==> src/core/spi_xchg_pkg.sv <==
// Summary of operation
// - A transfer drives exactly eight SCK pulses, moving one bit out on MOSI and one in on MISO per pulse.
// - Every transfer is full duplex, so a byte is always sent and a byte is always captured together.
// - In master mode MOSI and SCK are driven outputs and MISO is only read.
// - A low level on the slave-select pin, while it is an input, clears master enable and later transfers return zero.
// - While slave-select is an input, initialisation turns on its pull-up.
// - SCK is the system clock divided by 2, 4, 8, 16, 32, 64 or 128.
// - Clock polarity selects SCK idle low (rising leading edge) or idle high (falling leading edge).
// - Bit order selects MSB first (default) or LSB first for both directions.
// - MISO is sampled on the leading SCK edge by default or on the trailing edge as the option.
// - All option bits zero give the defaults, and each option has its own bit.
// - At completion the byte shifted in during that transfer is presented.
// - An optional wait of 0 to 255 microseconds after the eighth pulse holds off completion.
package spi_xchg_pkg;
    // ----------------------------------------
    // Option bit positions
    // ----------------------------------------
    localparam int OPT_IDLE_HIGH_BIT = 0;
    localparam int OPT_LSB_FIRST_BIT = 1;
    localparam int OPT_TRAILING_BIT  = 2;
    localparam logic [2:0] OPT_RESET = 3'h0;
    // ----------------------------------------
    // Divider codes: ratio = 2 << code
    // ----------------------------------------
    localparam logic [2:0] DIV_CODE_RESET = 3'h0;
    localparam logic [2:0] DIV_CODE_MAX   = 3'h6;
    localparam int BITS_PER_XFER = 8;
    // ----------------------------------------
    // Timing
    // ----------------------------------------
    localparam int CLK_MHZ      = 100;
    localparam int US_CYCLES    = CLK_MHZ;
    localparam int WAIT_US_MAX  = 255;
    typedef enum logic [1:0] {ST_IDLE, ST_SHIFT, ST_WAIT, ST_DONE} xfer_state_e;
endpackage

==> src/core/sck_divider.sv <==
`timescale 1ns/1ps
module sck_divider
    import spi_xchg_pkg::*;
(
    // Clock and reset
    input  wire logic       clk,
    input  wire logic       nrst,
    // Control
    input  wire logic       run,
    input  wire logic [2:0] div_code,
    // Half-period tick
    output logic            half_tick
);
    logic [6:0] cnt_r;
    logic [6:0] half_len;

    // Half period = ratio/2 = 1 << code system cycles
    always_comb begin
        half_len = 7'(7'h01 << ((div_code > DIV_CODE_MAX) ? DIV_CODE_MAX : div_code));
    end

    always_ff @(posedge clk or negedge nrst) begin
        if (!nrst) begin
            cnt_r <= 7'h00;
        end else if (!run || half_tick) begin
            cnt_r <= 7'h00;
        end else begin
            cnt_r <= cnt_r + 7'h01;
        end
    end

    assign half_tick = run && (cnt_r == half_len - 7'h01);
endmodule

==> src/core/spi_byte_master.sv <==
`timescale 1ns/1ps
module spi_byte_master
    import spi_xchg_pkg::*;
#(
    parameter int CYCLES_PER_US = US_CYCLES
)(
    // Clock and reset
    input  wire logic       clk,
    input  wire logic       nrst,
    // Configuration
    input  wire logic       init_pulse,
    input  wire logic [2:0] div_code,
    input  wire logic [2:0] options,
    input  wire logic       ss_is_output,
    // Transfer request
    input  wire logic       start,
    input  wire logic [7:0] tx_byte,
    input  wire logic [7:0] wait_us,
    // Transfer result
    output logic [7:0]      rx_byte,
    output logic            done,
    output logic            busy,
    output logic            master_enable_bit,
    // Pins
    output logic            sck_o,
    output logic            sck_oe,
    output logic            mosi_o,
    output logic            mosi_oe,
    output logic            ss_pullup_en,
    input  wire logic       ss_i,
    input  wire logic       miso_i
);
    // ----------------------------------------
    // Configuration latched at init, and transfer state
    // ----------------------------------------
    logic [2:0]  div_r;
    logic [2:0]  opt_r;
    xfer_state_e state_r;
    logic [7:0]  sh_r;
    logic [7:0]  in_r;
    logic [3:0]  edge_cnt_r;
    logic [7:0]  us_left_r;
    logic [$clog2(CYCLES_PER_US+1)-1:0] us_cnt_r;
    logic        half_tick;
    logic        leading;
    logic        sample_now;
    logic        miso_bit;

    // ----------------------------------------
    // Bit-order helpers
    // ----------------------------------------
    // Bit that goes out next in the chosen order
    function automatic logic first_bit(logic [7:0] b, logic lsb_first);
        return lsb_first ? b[0] : b[7];
    endfunction

    // Drops the bit just sent, zero fills the far end
    function automatic logic [7:0] shift_out(logic [7:0] b, logic lsb_first);
        return lsb_first ? {1'b0, b[7:1]} : {b[6:0], 1'b0};
    endfunction

    sck_divider u_div (
        .clk       (clk),
        .nrst      (nrst),
        .run       (state_r == ST_SHIFT),
        .div_code  (div_r),
        .half_tick (half_tick)
    );

    always_ff @(posedge clk or negedge nrst) begin
        if (!nrst) begin
            div_r <= DIV_CODE_RESET;
            opt_r <= OPT_RESET;
        end else if (init_pulse && !busy) begin
            div_r <= div_code;
            opt_r <= options;
        end
    end

    // Slave-select low as input knocks master mode out until next init
    always_ff @(posedge clk or negedge nrst) begin
        if (!nrst) begin
            master_enable_bit <= 1'b0;
        end else if (!ss_is_output && !ss_i) begin
            master_enable_bit <= 1'b0;
        end else if (init_pulse) begin
            master_enable_bit <= 1'b1;
        end
    end

    always_ff @(posedge clk or negedge nrst) begin
        if (!nrst) begin
            ss_pullup_en <= 1'b0;
            sck_oe       <= 1'b0;
            mosi_oe      <= 1'b0;
        end else if (init_pulse) begin
            ss_pullup_en <= !ss_is_output;
            sck_oe       <= 1'b1;
            mosi_oe      <= 1'b1;
        end
    end

    // ----------------------------------------
    // Shift engine
    // ----------------------------------------
    // Even edge count means the next edge is a leading one
    assign leading    = !edge_cnt_r[0];
    assign sample_now = half_tick && (leading != opt_r[OPT_TRAILING_BIT]);
    assign miso_bit   = miso_i;

    always_ff @(posedge clk or negedge nrst) begin
        if (!nrst) begin
            state_r    <= ST_IDLE;
            edge_cnt_r <= 4'h0;
            sh_r       <= 8'h00;
            in_r       <= 8'h00;
            us_left_r  <= 8'h00;
            us_cnt_r   <= '0;
            rx_byte    <= 8'h00;
            done       <= 1'b0;
            busy       <= 1'b0;
            sck_o      <= 1'b0;
            mosi_o     <= 1'b0;
        end else begin
            done <= 1'b0;
            case (state_r)
                ST_IDLE: begin
                    // New polarity shows at once, so no stray edge after init
                    sck_o <= init_pulse ? options[OPT_IDLE_HIGH_BIT]
                                        : opt_r[OPT_IDLE_HIGH_BIT];
                    if (start && !master_enable_bit) begin
                        rx_byte <= 8'h00;
                        done    <= 1'b1;
                    end else if (start) begin
                        busy       <= 1'b1;
                        edge_cnt_r <= 4'h0;
                        us_left_r  <= wait_us;
                        // First bit set up before the leading edge
                        mosi_o <= first_bit(tx_byte, opt_r[OPT_LSB_FIRST_BIT]);
                        // Trailing mode puts every bit out on a leading edge,
                        // so nothing is consumed here
                        if (opt_r[OPT_TRAILING_BIT]) begin
                            sh_r <= tx_byte;
                        end else begin
                            sh_r <= shift_out(tx_byte, opt_r[OPT_LSB_FIRST_BIT]);
                        end
                        state_r <= ST_SHIFT;
                    end
                end
                ST_SHIFT: begin
                    if (!master_enable_bit) begin
                        state_r <= ST_IDLE;
                        sck_o   <= opt_r[OPT_IDLE_HIGH_BIT];
                        busy    <= 1'b0;
                        rx_byte <= 8'h00;
                        done    <= 1'b1;
                    end else if (half_tick) begin
                        sck_o      <= !sck_o;
                        edge_cnt_r <= edge_cnt_r + 4'h1;
                        if (sample_now) begin
                            in_r <= opt_r[OPT_LSB_FIRST_BIT] ? {miso_bit, in_r[7:1]}
                                                              : {in_r[6:0], miso_bit};
                        end
                        // Next bit changes on the edge opposite the sampling one
                        if (!sample_now && edge_cnt_r != 4'(2*BITS_PER_XFER-1)) begin
                            mosi_o <= first_bit(sh_r, opt_r[OPT_LSB_FIRST_BIT]);
                            sh_r   <= shift_out(sh_r, opt_r[OPT_LSB_FIRST_BIT]);
                        end
                        if (edge_cnt_r == 4'(2*BITS_PER_XFER-1)) begin
                            state_r  <= ST_WAIT;
                            us_cnt_r <= '0;
                        end
                    end
                end
                ST_WAIT: begin
                    if (us_left_r == 8'h00) begin
                        state_r <= ST_DONE;
                    end else if (us_cnt_r == CYCLES_PER_US - 1) begin
                        us_cnt_r  <= '0;
                        us_left_r <= us_left_r - 8'h01;
                    end else begin
                        us_cnt_r <= us_cnt_r + 1'b1;
                    end
                end
                ST_DONE: begin
                    rx_byte <= in_r;
                    done    <= 1'b1;
                    busy    <= 1'b0;
                    state_r <= ST_IDLE;
                end
                default: begin
                    state_r <= ST_IDLE;
                    busy    <= 1'b0;
                end
            endcase
        end
    end
endmodule

==> config.mk <==
export PLATFORM = sky130hd
export DESIGN_NAME = spi_byte_master
export DESIGN_NICKNAME = d
export VERILOG_FILES = /design/src/core/spi_xchg_pkg.sv /design/src/core/sck_divider.sv /design/src/core/spi_byte_master.sv
export SDC_FILE = /design/constraint.sdc
export NUM_CORES = 1
export LEC_CHECK = 0
export ABC_AREA = 1
export BUFFER_PORTS_ARGS = -buffer_cell sky130_fd_sc_hd__buf_2
export CORE_MARGIN = 10
export CORE_UTILIZATION = 60
export CTS_BUF_LIST = sky130_fd_sc_hd__clkbuf_8
export CTS_CLUSTER_DIAMETER = 120
export DETAILED_ROUTE_END_ITERATION = 12
export GPL_TIMING_DRIVEN = 1
export PLACE_DENSITY = 0.85
export SYNTH_ARGS = -nofsm -noshare
export SYNTH_HDL_FRONTEND = slang
export SYNTH_HIERARCHICAL = 1
export SYNTH_SLANG_ARGS = --single-unit
==> constraint.sdc <==
create_clock -name clk -period 2.4 [get_ports clk]
set_input_delay 0.48 -clock clk [delete_from_list [all_inputs] [get_ports clk]]
set_output_delay 0.48 -clock clk [all_outputs]
set_load 0.01 [all_outputs]
; ---- Word level (Yosys, flattened, before mapping)
; Cells that the tools add are included.
; Widths: inputs -> output; s select.
[totals]
regBits = 65
latch_bits = 0
mem_bits_rw = 0
rom_bits = 0
inputBits = 29
output_inout_bits = 16
elab_cells = 135
n_memories = 0
[op_classes]
addsub = 5
mul = 0
div = 0
n_lt_le_gt_ge = 1
eq_ne = 21
shift = 1
mux = 59
bitwise = 0
reduce_logical = 31
[ops]
columns = operator, n
row1 = $mux 8, 15
row2 = $mux 7, 6
row3 = $pmux 8 s2, 2
row4 = $pmux 8 s3, 1
row5 = $ne 2x2->1 const B, 11
row6 = $reduce_and 5->1, 4
row7 = $mux 1, 17
row8 = $mux 4, 4
row9 = $add 7x1->7 const B, 2
row10 = $pmux 7 s2, 1
row11 = $mux 2, 6
row12 = $logic_not 1->1, 8
row13 = $logic_not 8->1, 1
row14 = $pmux 2 s4, 1
row15 = $pmux 4 s2, 1
row16 = $reduce_and 4->1, 2
row17 = $reduce_bool 2->1, 4
row18 = $sub 8x1->8 const B, 1
row19 = $eq 7x7->1, 1
row20 = $eq 7x7->1 const B, 1
row21 = $shl 1x3->7 const A, 1
row22 = $sub 7x1->7 const B, 1
row23 = $logic_and 1x1->1, 6
row24 = $ne 3x3->1 const B, 2
row25 = other kinds (16), 19

; ---- Longest topological paths before layout
[depth]
ltp_word = 13
depth_mapped = 15
ltp_nobuf = 15

; ---- By module
; The synthesis kept the hierarchy.
[by_module_without_submodules]
columns = mod, instances, cells_each, area_each_um2, seq_area_each_um2
row1 = spi_byte_master, 1, 437, 3290.7, 1451.4
row2 = sck_divider, 1, 69, 455.4, 175.2

; ---- Worst setup path after synthesis
; No wires, ideal clock.
[synth_timing]
kind = register to register
start = register div_r[2]
end = register mosi_o
setup_time_ns = 0.119
arrival_ns = 1.805
t_required_ns = 2.281
slack_ns = 0.476
stages_incl_launch_ff = 15
path_buffers = 0
synth_period_minus_slack_ns = 1.924
cell_sequence = dfrtp_1 nor2_1 nand3_1 nand2_1 inv_1 nor2_1 nand2_1 nor2_1 nand2_1 nand2_1 nand3_2 nor2_4 nand2_4 nand2_1 nand2_1
[synth_via]
elab_chain_len = 11
word_cells_on_any_way = 12
classes_between = 1 x add/sub / 1 x order compare / 3 x eq/ne / 1 x shift / 1 x mux / 5 x reduce/logical
[synth_lines]
columns = item, line
row1 = "start, declared", spi_byte_master.sv:36  ; logic [2:0] div_r;
row2 = "start signal, assigned", spi_byte_master.sv:75  ; div_r <= div_code;
row3 = $gt 3x3->1, sck_divider.sv:19  ; half_len = 7'(7'h01 << ((div_code > DIV_CODE_MAX) ? DIV_CODE_MAX : div_code));
row4 = $mux 3 (*), sck_divider.sv:19
row5 = $shl 1x3->7 (*), sck_divider.sv:19
row6 = $sub 7x1->7 (*), sck_divider.sv:32  ; assign half_tick = run && (cnt_r == half_len - 7'h01);
row7 = $eq 7x7->1 (*), sck_divider.sv:32
row8 = $logic_and 1x1->1 (*), sck_divider.sv:32
row9 = named net half_tick, spi_byte_master.sv:44  ; logic half_tick;
row10 = $logic_and 1x1->1, spi_byte_master.sv:108  ; assign sample_now = half_tick && (leading != opt_r[OPT_TRAILING_BIT]);
row11 = $logic_not 1->1, spi_byte_master.sv:165  ; if (!sample_now && edge_cnt_r != 4'(2*BITS_PER_XFER-1)) begin
row12 = $logic_and 1x1->1, spi_byte_master.sv:165
row13 = $ne 2x2->1 (no line), --
row14 = $reduce_and 6->1 (no line) (*), --
row15 = "end signal, assigned", spi_byte_master.sv:139  ; mosi_o <= first_bit(tx_byte, opt_r[OPT_LSB_FIRST_BIT]);
row16 = "end signal, assigned", spi_byte_master.sv:166  ; mosi_o <= first_bit(sh_r, opt_r[OPT_LSB_FIRST_BIT]);
row17 = "end, declared", spi_byte_master.sv:27  ; output logic mosi_o,
; Mark *: on every way through the listed nets, which the timed path passes. The rest lies on a longest branch.
; A chain may end at the register's enable or synchronous reset.

; ---- Final worst setup path
; Same ends and word-level chain as after synthesis.

==> metrics.txt <==
Yosys top cell area share 0.434; Logic pwr share 0.374; Internal 0.00269 W; clock-pin slew of the registers on the worst-case setup and hold paths 0.08 ns; total core area 0.00599 mm2; Fmax 452 MHz; Post-Synthesis Cells 506; largest net degree at the start of global routing 34; clock tree buffer depth 2; Slew Limit Fails 0; Die X 99.0 um; Antenna Nets Post-Route 0; RSZ-0062 raised after global routing no; CTS Hold Buffers Added 0; drt drc 0; Syn Nets 540; most instantiated cells after synthesis nand2_1 (142), dfrtp_1 (65), inv_1 (58), o21ai_0 (49), nor2_1 (44); Via Count 3461; Critical Path Source div_r[2]$_DFFE_PN0P_; CP startpoint kind register; final hold vios 0; later-pin clock latency in the skew report 0.36 ns; GRT overflow 0; largest cells by area after synthesis dfrtp_1 (43%), nand2_1 (14%), o21ai_0 (6.5%); Lkg Pwr 2.16 nW; total CTS buffers 9; Worst EP required 2.69 ns; DR pass1 iterations 5; EDFF count, synth 0; Buffers on Ports 44; synthesized flop and latch total 65; first-pass GRT wire length 15200 um; synthesized area 0.00375 mm2; CTS tree done; root buf cell clkbuf_8; fillcell total 467; Slew HR 0.483; Psw 0.00181 W; layout cells sized above 1 0.190; First DRT Iteration DRCs 245; CP Data Arrival Time 2.51 ns; initial antenna violation count 0; Post-Place Cells 615; Max Cap Violations 0; Wirelength per Cell 13.8 um; Critical Path Fanout Max 8; actual slew at the worst max-slew pin 0.771 ns; fin cells 632; Avg Cell Area, Syn 7.40 um2; All-Layer GR Usage 0.184; number of library cell types mapped by synthesis 35; Post-Place Setup Slack 0.177 ns; Switching Share 0.402; # nets final 586; post-detail-place hpwl 6010 um; status finished, final reports clean; most common flop cell mapped by yosys dfrtp_1; CTS H-tree depth 3; post-synthesis cell type with the largest combined area dfrtp_1; die height 99.0 um; Starting Density 0.625; cell with the most instances after synthesis nand2_1; vias in the first global route 3441; post-route minimum period 2.21 ns; worst clock skew 0.00861 ns; total number of yosys warnings 6; Seq/Total Area, Yosys 0.434; Final Cycle Share 0.922; Power Dens Cells 1050 mW/mm2; Setup WS post-layout 0.186 ns; DIE AREA 0.00980 mm2; setup violators final 0; setup TNS 0 ns; RR Startpoint div_r[2]$_DFFE_PN0P_; Avg Vias per Cell 5.48; Layout area overhead 14.3%; placer congestion estimate 0.878; Reg power frac 0.370; async set or reset register ratio after synthesis 1.00; Worst setup EP type register; Post-Route WL 8730 um; I/O pin count 45; maximum vdd ir drop 0.652 mV; Hold Path Class in2async; Ant. Diodes 0; number of cell rows 28; Setup CP Type reg2reg; # clock sinks 65; Clock Power Share 0.256
-- power by group through the flow --
stage	logic, W	registers, W	clock network (W)
2_1_floorplan	0.00125	0.00161	0
3_3_place_gp	0.00154	0.00165	0
3_5_place_dp	0.00160	0.00167	0
4_1_cts	0.00163	0.00165	0.00115
5_1_grt	0.00197	0.00170	0.00121
6_report	0.00168	0.00166	0.00115
-- metrics by stage --
| stage | hold WS, ns | total power [W] | instance area [um2] | util |
|---|---|---|---|---|
| final | 0.0610 | 0.00449 | 4280 | 0.715 |
| after global routing | 0.0963 | 0.00487 | 4280 | 0.715 |
| after CTS | 0.0868 | 0.00443 | 4260 | 0.711 |
| after detailed placement | 0.465 | 0.00326 | 4020 | 0.670 |
| after global placement | 0.452 | 0.00319 | 4020 | 0.670 |
| after floorplan | 0.184 | 0.00286 | 3750 | - |
-- final timing paths --
check | end | slack (ns) | depth (start not counted)
setup / recovery | mosi_o$_DFFE_PN0P_ | 0.19 | 14
hold / removal | rx_byte[7]$_DFFE_PN0P_ | 0.06 | 1
setup reg to reg | mosi_o$_DFFE_PN0P_ | 0.19 | 14
hold reg to reg | ss_pullup_en$_DFFE_PN0P_ | 0.49 | 2
max in group asynchronous | us_cnt_r[4]$_DFFE_PN0P_ | 1.64 | 2
min in group clk | ss_pullup_en$_DFFE_PN0P_ | 0.32 | 2
-- routing by layer --
metal	vias to the layer above	track usage	share of wire
met5	-	0	0
met4	0	0.0805	0.018
met3	17	0.0573	0.071
met2	115	0.300	0.47
met1	1618	0.219	0.44
li1	1711	-	-
-- placed cells by master, fill, tap and decap left out, drive strengths merged, types with 6 or more instances in the layout --
master / n
nand2: 154
dfrtp: 65
inv: 64
o21ai: 58
buf: 51
nor2: 47
nand3: 42
a21oi: 16
o22ai: 9
clkbuf: 9
nand4: 6
-- flip-flops by register name, indices dropped and copies added, names as in the netlist, 3 cells and up, named ones only --
signal	flops
in_r	8
rx_byte	8
sh_r	8
us_left_r	8
u_div/cnt_r	7
us_cnt_r	7
edge_cnt_r	4
div_r	3
opt_r	3
-- logic make-up (layout without fill, tap and decap cells) --
family | after synthesis | count (layout) | share of synthesized area
adders and majority gates | 5 | 5 | 0.0167
DFF | 65 | 65 | 0.434
AOI/OAI and AO/OA | 89 | 89 | 0.139
and+or+nand+nor | 255 | 255 | 0.294
buffers and inverters | 81 | 132 | 0.0888
muxes | 4 | 4 | 0.0117
xor gates and xnor gates | 7 | 7 | 0.0164
-- worst max-delay path, cell delays in order (launching register included) --
cell and delay (ns):
dfrtp_2 0.46, nor2_2 0.17, nor2_1 0.06, nor2_1 0.11, nand2_1 0.06, nor2_1 0.10, nand2_1 0.10, nor2_1 0.20
nand2_1 0.10, nand2_1 0.12, nand3_2 0.16, nor2_4 0.22, buf_12 0.13, nand4_1 0.08, nand2_1 0.07
-- final cells by class --
cell class / count / area [um2] / area share
flip-flops and latches: 65 / 1630 / 0.380
multi-input cells: 360 / 1790 / 0.418
well taps: 75 / 93.8 / 0.0219
repair buffers: 51 / 285 / 0.0666
inverters: 65 / 244 / 0.0570
clock buffers: 9 / 124 / 0.0289
clock inverters: 7 / 119 / 0.0278
-- timing repair --
| item | 4_1_cts | 5_1_grt |
|---|---|---|
| buffers inserted | 0 | 1 |
| setup endpoints to repair | 0 | 11 |
| gates resized for setup | 0 | 2 |
Note: power is estimated with default switching activity, not from simulation.
